**config.mk**
```make
export PLATFORM = sky130hd
export DESIGN_NAME = tcc_timer3
export DESIGN_NICKNAME = d
export VERILOG_FILES = /design/src/rtl/tcc_pkg.sv /design/src/rtl/tcc_timer3.sv
export SDC_FILE = /design/constraint.sdc
export NUM_CORES = 1
export LEC_CHECK = 0
export BUFFER_PORTS_ARGS = -buffer_cell sky130_fd_sc_hd__buf_4
export CORE_UTILIZATION = 30
export DETAILED_ROUTE_END_ITERATION = 8
export HOLD_SLACK_MARGIN = 0.03
export PLACE_DENSITY = 0.48
export SYNTH_ARGS = -nofsm -noshare
export SYNTH_HDL_FRONTEND = slang
export SYNTH_SLANG_ARGS = --single-unit
```
**constraint.sdc**
```tcl
create_clock -name clk_sys_i -period 3.4 [get_ports clk_sys_i]
set_clock_uncertainty 0.2 [all_clocks]
set_input_delay 0.34 -clock clk_sys_i [delete_from_list [all_inputs] [get_ports clk_sys_i]]
set_output_delay 0.34 -clock clk_sys_i [all_outputs]
set_load 0.01 [all_outputs]
```
**src/rtl/tcc_pkg.sv**
```systemverilog
`default_nettype none
package tcc_pkg;
    // register byte offsets
    localparam logic [7:0] OFS_CTRL = 8'h00;
    localparam logic [7:0] OFS_CMPA = 8'h04;
    localparam logic [7:0] OFS_CAPB = 8'h08;
    localparam logic [7:0] OFS_CNT = 8'h0C;
    localparam logic [7:0] OFS_SYS = 8'h10;
    localparam logic [7:0] OFS_NOISE = 8'h14;
    // control field positions
    localparam int CK_LO = 0;
    localparam int MODE_LO = 2;
    localparam int START_BIT = 4;
    localparam int EDGE_BIT = 5;
    localparam int SOFT_CAPTURE_REQUEST_BIT = 6;
    localparam int CAPEDGE_BIT = 7;
    // system config field positions
    localparam int DV7_BIT = 0;
    localparam int DV1_BIT = 1;
    localparam int SLOW_BIT = 2;
    localparam logic [7:0] CNT_ONES = 8'hFF;
    localparam logic [7:0] NOISE_RST = 8'h07;
    // prescaler tap positions, as counter bit index (a tick every 2^(idx+1) system clocks)
    localparam int TAP_00 = 11;
    localparam int TAP_01 = 9;
    localparam int TAP_10 = 6;
    localparam int SUB_TAP_00 = 13;
    localparam int DIV_W = 16;
    typedef enum logic [1:0] {
        TCC_MODE_TIMER = 2'b00,
        TCC_MODE_EVENT = 2'b01,
        TCC_MODE_CAPTURE = 2'b10,
        TCC_MODE_OFF = 2'b11
    } tcc_mode_t;
    typedef struct packed {
        logic cap_edge;
        logic soft_capture_request;
        logic edge_polarity;
        logic start;
        tcc_mode_t mode;
        logic [1:0] source_clock_select;
    } tcc_ctrl_t;
    typedef struct packed {
        logic slow_mode;
        logic prescaler_halving_select;
        logic prescaler_source_select;
    } tcc_sys_t;
endpackage
`default_nettype wire

```
**src/rtl/tcc_timer3.sv**
```systemverilog
// Decided for this implementation: the AHB-Lite slave port and the placing of the registers.
`timescale 1ns/1ps
`default_nettype none
module tcc_timer3 #(
    parameter int DIV_W = tcc_pkg::DIV_W
) (
    input wire logic clk_sys_i,
    input wire logic nrst_i,
    input wire logic hsel_i,
    input wire logic [31:0] haddr_i,
    input wire logic [1:0] htrans_i,
    input wire logic hwrite_i,
    input wire logic [2:0] hsize_i,
    input wire logic [31:0] hwdata_i,
    input wire logic hready_i,
    output logic [31:0] hrdata_o,
    output logic hreadyout_o,
    output logic hresp_o,
    input wire logic count_input_pin_i,
    input wire logic sub_clock_tick_i,
    output logic timer3_irq_o
);
    ////////////////////////////////////////////////////////////////////////
    // registers and state
    tcc_pkg::tcc_ctrl_t ctrl_reg;
    tcc_pkg::tcc_sys_t sys_reg;
    logic [7:0] noise_reg;
    logic [7:0] cnt_reg;
    logic [7:0] cmpa_reg;
    logic [7:0] capb_reg;
    logic lock_reg;
    logic irq_reg;
    logic [DIV_W-1:0] div_reg;
    logic tick_en;
    logic [2:0] pin_sync_reg;
    logic sub_sync1_reg;
    logic sub_sync2_reg;
    logic sub_prev_reg;
    logic [7:0] flt_cnt_reg;
    logic flt_reg;
    logic flt_prev_reg;
    logic rise_ev;
    logic fall_ev;
    logic ev_edge;
    logic prim_edge;
    logic sec_edge;
    logic ap_valid_reg;
    logic ap_write_reg;
    logic [7:0] ap_addr_reg;
    logic wr_ctrl;
    logic rd_cmpa;
    logic [7:0] rd_mux;
    logic sub_tick;
    logic running;
    logic capture_mode;

    // pick a prescaler bit pulse: one cycle when bit idx rolls over
    function automatic logic tap_pulse(input logic [DIV_W-1:0] d, input int idx);
        logic [DIV_W-1:0] m;
        m = '0;
        for (int i = 0; i < DIV_W; i++)
        begin
            if (i <= idx)
                m[i] = 1'b1;
        end
        return (d & m) == m;
    endfunction

    ////////////////////////////////////////////////////////////////////////
    // ahb-lite slave: zero wait, always okay
    assign hreadyout_o = 1'b1;
    assign hresp_o = 1'b0;
    always_ff @(posedge clk_sys_i or negedge nrst_i)
    begin
        if (!nrst_i)
        begin
            ap_valid_reg <= 1'b0;
            ap_write_reg <= 1'b0;
            ap_addr_reg <= 8'h00;
        end
        else if (hready_i)
        begin
            ap_valid_reg <= hsel_i && htrans_i[1];
            ap_write_reg <= hwrite_i;
            ap_addr_reg <= haddr_i[7:0];
        end
    end
    assign wr_ctrl = ap_valid_reg && ap_write_reg && ap_addr_reg == tcc_pkg::OFS_CTRL;
    assign rd_cmpa = ap_valid_reg && !ap_write_reg && ap_addr_reg == tcc_pkg::OFS_CMPA;

    // read mux, unmapped reads as zero
    always_comb
    begin
        rd_mux = 8'h00;
        case (ap_addr_reg)
            tcc_pkg::OFS_CTRL: rd_mux = ctrl_reg;
            tcc_pkg::OFS_CMPA: rd_mux = cmpa_reg;
            tcc_pkg::OFS_CAPB: rd_mux = capb_reg;
            tcc_pkg::OFS_CNT: rd_mux = cnt_reg;
            tcc_pkg::OFS_SYS: rd_mux = {5'h00, sys_reg};
            tcc_pkg::OFS_NOISE: rd_mux = noise_reg;
            default: rd_mux = 8'h00;
        endcase
    end
    assign hrdata_o = {24'h0000_00, rd_mux};

    // config registers
    always_ff @(posedge clk_sys_i or negedge nrst_i)
    begin
        if (!nrst_i)
        begin
            sys_reg <= '0;
            noise_reg <= tcc_pkg::NOISE_RST;
        end
        else if (ap_valid_reg && ap_write_reg)
        begin
            if (ap_addr_reg == tcc_pkg::OFS_SYS)
                sys_reg <= hwdata_i[2:0];
            if (ap_addr_reg == tcc_pkg::OFS_NOISE)
                noise_reg <= hwdata_i[7:0];
        end
    end

    ////////////////////////////////////////////////////////////////////////
    // input synchronisers
    always_ff @(posedge clk_sys_i or negedge nrst_i)
    begin
        if (!nrst_i)
        begin
            pin_sync_reg <= 3'b000;
            sub_sync1_reg <= 1'b0;
            sub_sync2_reg <= 1'b0;
            sub_prev_reg <= 1'b0;
        end
        else
        begin
            pin_sync_reg <= {pin_sync_reg[1:0], count_input_pin_i};
            sub_sync1_reg <= sub_clock_tick_i;
            sub_sync2_reg <= sub_sync1_reg;
            sub_prev_reg <= sub_sync2_reg;
        end
    end
    assign sub_tick = sub_sync2_reg && !sub_prev_reg;

    ////////////////////////////////////////////////////////////////////////
    // prescaler: free running main clock divider
    always_ff @(posedge clk_sys_i or negedge nrst_i)
    begin
        if (!nrst_i)
        begin
            div_reg <= '0;
        end
        else
        begin
            div_reg <= div_reg + 1'b1;
        end
    end

    // source clock select, halving doubles prescaler tap period, sub clock unaffected
    // slow mode gives only code 00 from sub clock
    always_comb
    begin
        tick_en = 1'b0;
        if (sys_reg.slow_mode || sys_reg.prescaler_source_select)
        begin
            if (ctrl_reg.source_clock_select == 2'b00)
                tick_en = sub_tick; // one count per sub clock tick
            else if (!sys_reg.slow_mode)
                tick_en = tap_pulse(div_reg,
                    (ctrl_reg.source_clock_select == 2'b01 ? tcc_pkg::TAP_01 : tcc_pkg::TAP_10)
                    + int'(sys_reg.prescaler_halving_select));
        end
        else
        begin
            case (ctrl_reg.source_clock_select)
                2'b00: tick_en = tap_pulse(div_reg,
                    tcc_pkg::TAP_00 + int'(sys_reg.prescaler_halving_select));
                2'b01: tick_en = tap_pulse(div_reg,
                    tcc_pkg::TAP_01 + int'(sys_reg.prescaler_halving_select));
                2'b10: tick_en = tap_pulse(div_reg,
                    tcc_pkg::TAP_10 + int'(sys_reg.prescaler_halving_select));
                default: tick_en = 1'b0;
            endcase
        end
    end

    ////////////////////////////////////////////////////////////////////////
    // noise filter: level must stand noise_reg+1 cycles in capture mode
    assign capture_mode = ctrl_reg.mode == tcc_pkg::TCC_MODE_CAPTURE;
    always_ff @(posedge clk_sys_i or negedge nrst_i)
    begin
        if (!nrst_i)
        begin
            flt_cnt_reg <= 8'h00;
            flt_reg <= 1'b0;
            flt_prev_reg <= 1'b0;
        end
        else
        begin
            flt_prev_reg <= flt_reg;
            // reject pulses shorter than noise time
            if (pin_sync_reg[2] == flt_reg)
                flt_cnt_reg <= 8'h00;
            else if (!capture_mode || flt_cnt_reg >= noise_reg)
            begin
                flt_reg <= pin_sync_reg[2];
                flt_cnt_reg <= 8'h00;
            end
            else
                flt_cnt_reg <= flt_cnt_reg + 8'h01;
        end
    end
    assign rise_ev = flt_reg && !flt_prev_reg;
    assign fall_ev = !flt_reg && flt_prev_reg;
    // event edge polarity, zero selects rising
    assign ev_edge = ctrl_reg.edge_polarity ? fall_ev : rise_ev;
    // capture edge select zero means rising primary
    assign prim_edge = ctrl_reg.cap_edge ? fall_ev : rise_ev;
    assign sec_edge = ctrl_reg.cap_edge ? rise_ev : fall_ev;
    assign running = ctrl_reg.start;

    ////////////////////////////////////////////////////////////////////////
    // control register, soft capture self clears
    always_ff @(posedge clk_sys_i or negedge nrst_i)
    begin
        if (!nrst_i)
            ctrl_reg <= '0;
        else if (wr_ctrl)
            ctrl_reg <= hwdata_i[7:0];
        else
            ctrl_reg.soft_capture_request <= 1'b0;
    end

    // mode dependent counter, captures and interrupt
    always_ff @(posedge clk_sys_i or negedge nrst_i)
    begin
        if (!nrst_i)
        begin
            cnt_reg <= 8'h00;
            cmpa_reg <= 8'h00;
            capb_reg <= 8'h00;
            lock_reg <= 1'b0;
            irq_reg <= 1'b0;
        end
        else
        begin
            irq_reg <= 1'b0;
            // register A writable outside capture mode
            if (ap_valid_reg && ap_write_reg && ap_addr_reg == tcc_pkg::OFS_CMPA
                && !capture_mode)
                cmpa_reg <= hwdata_i[7:0];
            if (ctrl_reg.soft_capture_request && !capture_mode)
                capb_reg <= cnt_reg;
            if (rd_cmpa)
                lock_reg <= 1'b0;
            if (!running)
            begin
                cnt_reg <= 8'h00;
                lock_reg <= 1'b0;
            end
            else
            begin
                case (ctrl_reg.mode)
                    tcc_pkg::TCC_MODE_TIMER, tcc_pkg::TCC_MODE_EVENT:
                    begin
                        if (ctrl_reg.mode == tcc_pkg::TCC_MODE_TIMER ? tick_en : ev_edge)
                        begin
                            if (cnt_reg == cmpa_reg)
                            begin
                                cnt_reg <= 8'h00;
                                irq_reg <= 1'b1;
                            end
                            else
                                cnt_reg <= cnt_reg + 8'h01;
                        end
                    end
                    tcc_pkg::TCC_MODE_CAPTURE:
                    begin
                        if (prim_edge && !lock_reg)
                        begin
                            cmpa_reg <= cnt_reg;
                            cnt_reg <= 8'h00;
                            irq_reg <= 1'b1;
                            lock_reg <= 1'b1;
                        end
                        // overflow marks A with all ones
                        else if (tick_en && cnt_reg == tcc_pkg::CNT_ONES && !lock_reg)
                        begin
                            cmpa_reg <= tcc_pkg::CNT_ONES;
                            cnt_reg <= 8'h00;
                            irq_reg <= 1'b1;
                            lock_reg <= 1'b1;
                        end
                        else if (tick_en)
                            cnt_reg <= cnt_reg + 8'h01;
                        if (sec_edge && !lock_reg)
                            capb_reg <= cnt_reg;
                    end
                    default: cnt_reg <= cnt_reg;
                endcase
            end
        end
    end
    assign timer3_irq_o = irq_reg;

    ////////////////////////////////////////////////////////////////////////
    // checks
    a_timer_match_irq: assert property (@(posedge clk_sys_i) disable iff (!nrst_i)
        running && ctrl_reg.mode == tcc_pkg::TCC_MODE_TIMER && tick_en && cnt_reg == cmpa_reg
        |=> timer3_irq_o && cnt_reg == 8'h00)
        else $error("timer match did not clear and interrupt");
    a_event_match_irq: assert property (@(posedge clk_sys_i) disable iff (!nrst_i)
        running && ctrl_reg.mode == tcc_pkg::TCC_MODE_EVENT && ev_edge && cnt_reg == cmpa_reg
        |=> timer3_irq_o && cnt_reg == 8'h00)
        else $error("event match did not clear and interrupt");
    a_soft_capture_b: assert property (@(posedge clk_sys_i) disable iff (!nrst_i)
        ctrl_reg.soft_capture_request && !capture_mode && !wr_ctrl
        |=> capb_reg == $past(cnt_reg) && !ctrl_reg.soft_capture_request)
        else $error("soft capture failed");
    a_prim_capture: assert property (@(posedge clk_sys_i) disable iff (!nrst_i)
        running && capture_mode && prim_edge && !lock_reg
        |=> cmpa_reg == $past(cnt_reg) && cnt_reg == 8'h00 && timer3_irq_o)
        else $error("primary edge capture wrong");
    a_sec_capture: assert property (@(posedge clk_sys_i) disable iff (!nrst_i)
        running && capture_mode && sec_edge && !lock_reg && !tick_en
        |=> capb_reg == $past(cnt_reg) && cnt_reg == $past(cnt_reg))
        else $error("opposite edge capture wrong");
    a_overflow_mark: assert property (@(posedge clk_sys_i) disable iff (!nrst_i)
        running && capture_mode && tick_en && cnt_reg == tcc_pkg::CNT_ONES && !lock_reg
        |=> cmpa_reg == tcc_pkg::CNT_ONES && cnt_reg == 8'h00 && timer3_irq_o)
        else $error("overflow not marked");
    a_lock_holds_a: assert property (@(posedge clk_sys_i) disable iff (!nrst_i)
        capture_mode && running && lock_reg && !rd_cmpa |=> $stable(cmpa_reg))
        else $error("register A changed while locked");
    a_free_count: assert property (@(posedge clk_sys_i) disable iff (!nrst_i)
        running && capture_mode && tick_en && !prim_edge && cnt_reg != tcc_pkg::CNT_ONES
        |=> cnt_reg == $past(cnt_reg) + 8'h01)
        else $error("capture counter not free running");
endmodule
`default_nettype wire

```
Word-level counts from Yosys, hierarchy flattened. Cells that the tools add are included.

Register bits after elaboration: 87.

Add/sub/neg operators: 7. Order comparisons: 65. Equality and inequality tests: 19. Mux-type cells: 248. Bitwise gates (word level): 5. Reductions and logical operators: 31.

Operator list (number): $mux W1 (226); $mux W8 (17); $le A4 B5 Y1 const A (24); $and A16 B16 Y16 (4); $eq A16 B16 Y1 (4); $le A3 B5 Y1 const A (12); $pmux W8 S6 (1); $le A4 B4 Y1 const A (8); $le A1 B5 Y1 const A (6); $le A2 B5 Y1 const A (6); $add A16 B1 Y16 const B (1); $add A8 B1 Y8 const B (2); $eq A8 B4 Y1 const B (2); $eq A8 B5 Y1 const B (2); $le A3 B4 Y1 const A (4); $pmux W8 S2 (1); $logic_and A1 B1 Y1 (15); $add A4 B1 Y5 const A (2); $eq A8 B3 Y1 const B (1); $eq A8 B8 Y1 (1); $eq A8 B8 Y1 const B (1); $ge A8 B8 Y1 (1); $le A1 B4 Y1 const A (2); $le A2 B4 Y1 const A (2); 19 further kinds (30).

Longest topological paths before layout.
Depth in word-level cells: 19. Mapped depth: 11. Depth with buffers taken out: 10.

Worst setup path before layout. OpenSTA, ideal clock, no wires.

Path type: flip-flop to flip-flop. Start point: register ctrl_reg[1] in the netlist's numbering. End point: register cnt_reg[4]. Arrival: 2.224 ns. Setup slack: 0.896 ns. Cell stages (with the launch flop): 12. Path through: dfrtp_1 > nand2b_1 > inv_2 > ha_1 > nor2b_1 > nor4_1 > nand4_1 > nand3_2 > o21ai_1 > buf_4 > or3b_1 > o211ai_2.

Word-level cells in the longest chain between the ends: 19. Elaborated cells between the ends (all ways): 101. Those cells by class: add/sub (1); order compare (16); eq/ne (5); mux (74); bitwise (1); reduce/logical (4).

RTL lines: start, declared (line tcc_timer3.sv:25) `tcc_pkg::tcc_ctrl_t ctrl_reg;`; start signal, assigned (line tcc_timer3.sv:229) `ctrl_reg <= hwdata_i[7:0];`; $eq A2 B1 Y1 (line tcc_timer3.sv:170, tcc_timer3.sv:175); $mux W4 (line tcc_timer3.sv:170) `(ctrl_reg.source_clock_select == 2'b01 ? tcc_pkg::TAP_01 : tcc_pkg::TAP_10)`; $add A4 B1 Y5 (line tcc_timer3.sv:171) `+ int'(sys_reg.prescaler_halving_select));`; $le A1 B5 Y1, or another cell as far along (line tcc_timer3.sv:63) `if (i <= idx)`; $mux W1 (line tcc_timer3.sv:63); $mux W1 (line tcc_timer3.sv:168) `else if (!sys_reg.slow_mode)`; $mux W1 (line tcc_timer3.sv:166) `if (ctrl_reg.source_clock_select == 2'b00)`; $mux W1 (line tcc_timer3.sv:164) `if (sys_reg.slow_mode || sys_reg.prescaler_source_select)`; [2 not listed]; $mux W1 (line tcc_timer3.sv:168); $mux W1 (line tcc_timer3.sv:166); $mux W1 (*) (line tcc_timer3.sv:164); $logic_and A1 B1 Y1 (2 in a row) (line tcc_timer3.sv:287) `else if (tick_en && cnt_reg == tcc_pkg::CNT_ONES && !lock_reg)`; $mux W8 (line tcc_timer3.sv:287); $mux W8 (line tcc_timer3.sv:279) `if (prim_edge && !lock_reg)`; $pmux W8 S2 (line tcc_timer3.sv:263) `case (ctrl_reg.mode)`; $mux W8 (line tcc_timer3.sv:256) `if (!running)`; end signal, assigned (line tcc_timer3.sv:274) `cnt_reg <= cnt_reg + 8'h01;`; end signal, assigned (line tcc_timer3.sv:295) `cnt_reg <= cnt_reg + 8'h01;`; end signal, assigned (line tcc_timer3.sv:299) `default: cnt_reg <= cnt_reg;`; end, declared (line tcc_timer3.sv:28) `logic [7:0] cnt_reg;`.

Mark *: on every way between the ends. The rest lies on a longest branch, timed or not. The select of a mux whose other input is x is not followed. A chain may end at the register's enable or synchronous reset.

Worst setup path after layout.
Start point: register ctrl_reg[1] in the netlist's numbering. End point: register cnt_reg[1].

The elaborated chain is that of the path after synthesis.

==> metrics.txt <==
run status finished, final reports clean; Chip Height 127 um; FP Rows 45; port bufs 32; FF+latch count, synth 87; CP max FO 11; first-pass GRT wire length between 15 and 20 mm; max_cap viols 0; Via density 4.74; period utilization between 80% and 90%; Final Max Tran Viols 0; Area growth, synth to finish 17.8%; required time of the critical path 3.44 ns; via count roughly 3.4k; clk buf depth 2; H-tree levels 3; CTS Root Cell clkbuf_16; Pleak roughly 2.6 nW; power per cell area 485 nW/um2; layout cells sized above 1 19.2%; main flop type after synthesis dfrtp_1; slew margin rel. between 30% and 40%; Placed Instance Area 5070 um2; clock transition at the registers of the reported paths 0.06 ns; initial antenna violation count 0; synth top area cells dfrtp_1 45%, mux2_2 6.7%, buf_4 4.6%; Final Setup Violations 0; Period minus WS final 2.97 ns; Min-Delay Path Class primary input to flop; syn avg cell area ~11 um2; GP Congestion 0.818; slowest stage cell, crit path o21ai_1; Logic pwr share 16.0%; Worst-Margin Slew 0.948 ns; slowest cell delay on critical path 0.63 ns; vias in the first global route 3387; DR iter-0 viols 128; Util after Layout 36.4%; RSZ-0062 raised after global routing no; clk sinks 87; Levels on crit path 10; final hold viol count 0; WL final 10.6 mm; DR WL/cell roughly 15 um; Async S/R FF share, synth 100%; register area share after synthesis 46.3%; cell accounting for the most synthesized area dfrtp_1; Cell Area, Synth 4710 um2; worst skew pair latency 0.34 ns; Final #Nets 590; cells after synthesis 445; Die Wd about 130 um; total grt overflow 0; WS Path Type flop to flop; diode count 0; Max IR drop VDD 0.228 mV; initial core utilization 30.9%; Syn. warnings 0; max reg flops 16; Fmax achieved 337 MHz; hold depth 3; worst path cell trace nand2b_1, inv_2, ha_1, nor2b_1, o21ai_0, nand4_1, nand3_2, o21ai_1, nand2_1, a31o_2; Sw Share 28.7%; post-route cell area 5550 um2; Internal between 0.0015 and 0.002 W; post-CTS resize count 0; Worst setup EP type flop; Die ar. 16200 um2; Post-synth EDFFs 0; Detailed Place HPWL roughly 7.8 mm; TNS Setup 0 ns; DRC 0; ANT nets after route 0; WP buf/inv 1; Synth top area share between 40% and 50%; Min Hold Slack 0.0528 ns; cell family with most CP delay compound AO/OA/AOI/OAI gates; pin count of the biggest net entering global routing 40; Clk pwr share 36.2%; total CTS buffers 9; core area 15300 um2; Worst setup SP type flop; Worst Path Arrival 3.00 ns; GRT Util Overall 14.4%; I/O pin cnt 111; CTS tree yes; Reg2Reg Depth 10; drt pass-1 iters 4; sequential share of power 47.8%; synth unique cells 59; net switching power 0.000771 W
-- synth_stat cells, types with 2 or more instances --
master / n
nor4_1: 7
buf_2: 5
a21o_1: 2
and3_1: 10
o21ai_1: 3
xnor2_1: 13
nor2_1: 22
nand3_1: 29
nand3b_1: 2
ha_1: 17
a22oi_1: 22
a21oi_1: 5
and2_1: 2
o22ai_1: 2
nand2b_1: 9
nand4_1: 3
nor3_1: 2
nand2_1: 30
xor2_1: 16
a211oi_1: 2
mux2_2: 28
nand3_2: 2
mux2i_1: 12
and3_4: 2
o211ai_1: 2
conb_1: 2
nand4bb_1: 2
nor2b_1: 9
dfrtp_1: 84
a32o_1: 4
inv_1: 19
buf_4: 29
o21ai_0: 15
clkbuf_1: 4
o2111ai_1: 2
dfstp_2: 3
-- metrics by stage --
stage                     std cells  worst slack (ns)  power (W)
after global placement          678             0.471    0.00171
final                           712             0.434    0.00269
after CTS                       712             0.419    0.00273
after floorplan                 469             0.896    0.00160
after global routing            712             0.242    0.00284
after detailed placement        678             0.430    0.00172
-- kinds of logic (layout without fill, tap and decap cells) --
| kind of cell | after synthesis | count (layout) | synth area share (%) |
|---|---|---|---|
| AOI/OAI and AO/OA | 71 | 71 | 10.9 |
| xor gates and xnor gates | 29 | 29 | 5.39 |
| adders and majority gates | 17 | 17 | 4.52 |
| buffers and inverters | 60 | 92 | 7.49 |
| DFF | 87 | 87 | 46.3 |
| muxes | 40 | 40 | 9.25 |
| other | 2 | 26 | 0.159 |
| and+or+nand+nor | 139 | 139 | 16.0 |
-- tightest hold or removal path: stages --
cell and delay, ns:
buf_4 0.11, nand2_1 0.05, o21ai_0 0.06
-- placed cells by master, fill, tap and decap left out, types with 7 or more instances in the layout --
master	netlist	layout
nand3_1	29	29
dlygate4sd3_1	0	19
xor2_1	16	16
and3_1	10	10
buf_4	29	38
nor2b_1	9	9
nand2b_1	9	9
ha_1	17	17
mux2i_1	12	12
a22oi_1	22	22
nor4_1	7	7
nor2_1	22	22
clkbuf_16	0	9
o21ai_0	15	15
conb_1	2	26
inv_1	19	19
mux2_2	28	28
xnor2_1	13	13
dfrtp_1	84	84
nand2_1	30	30
-- what timing repair did --
action / 4_1_cts / 5_1_grt
endpoints found under the hold margin: 51 / 0
hold buffers: 19 / 0
buffers inserted: 0 / 0
-- power by group through the flow --
| stage | registers (W) | clock network [W] | logic, W |
|---|---|---|---|
| after floorplan | 0.00123 | 0 | 0.000361 |
| after global placement | 0.00130 | 0 | 0.000410 |
| after detailed placement | 0.00130 | 0 | 0.000417 |
| after CTS | 0.00128 | 0.00101 | 0.000436 |
| after global routing | 0.00130 | 0.00105 | 0.000482 |
| final | 0.00128 | 0.000973 | 0.000431 |
-- area by class of cell --
type / count / area (um2)
clock inverter: 6 / 62.6
fill: 1523 / 9710
inverter: 20 / 75.1
tap: 211 / 264
clock buffer: 9 / 225
multi-input combinational: 322 / 2270
sequential: 87 / 2180
timing repair buffer: 57 / 475
-- metal layers --
metal  vias to the layer above  GRT usage [%]  wire [um]
met2                        70           22.8       4930
met4                         0           6.37        188
met5                         -              0          0
li1                       1634              -          -
met3                        14           2.47        327
met1                      1655           19.2       5180
-- worst paths after layout --
path | endpoint | slack [ns] | startpoint
setup / recovery | cnt_reg[1] | 0.43 | ctrl_reg[1]
setup reg to reg | cnt_reg[1] | 0.43 | ctrl_reg[1]
min in group asynchronous | div_reg[5] | 0.32 | nrst_i
hold reg to reg | pin_sync_reg[1] | 0.15 | pin_sync_reg[0]
hold / removal | noise_reg[1] | 0.05 | hwdata_i[1]
max in group asynchronous | pin_sync_reg[1] | 1.93 | nrst_i
Note: power is estimated with default switching activity, not from simulation.
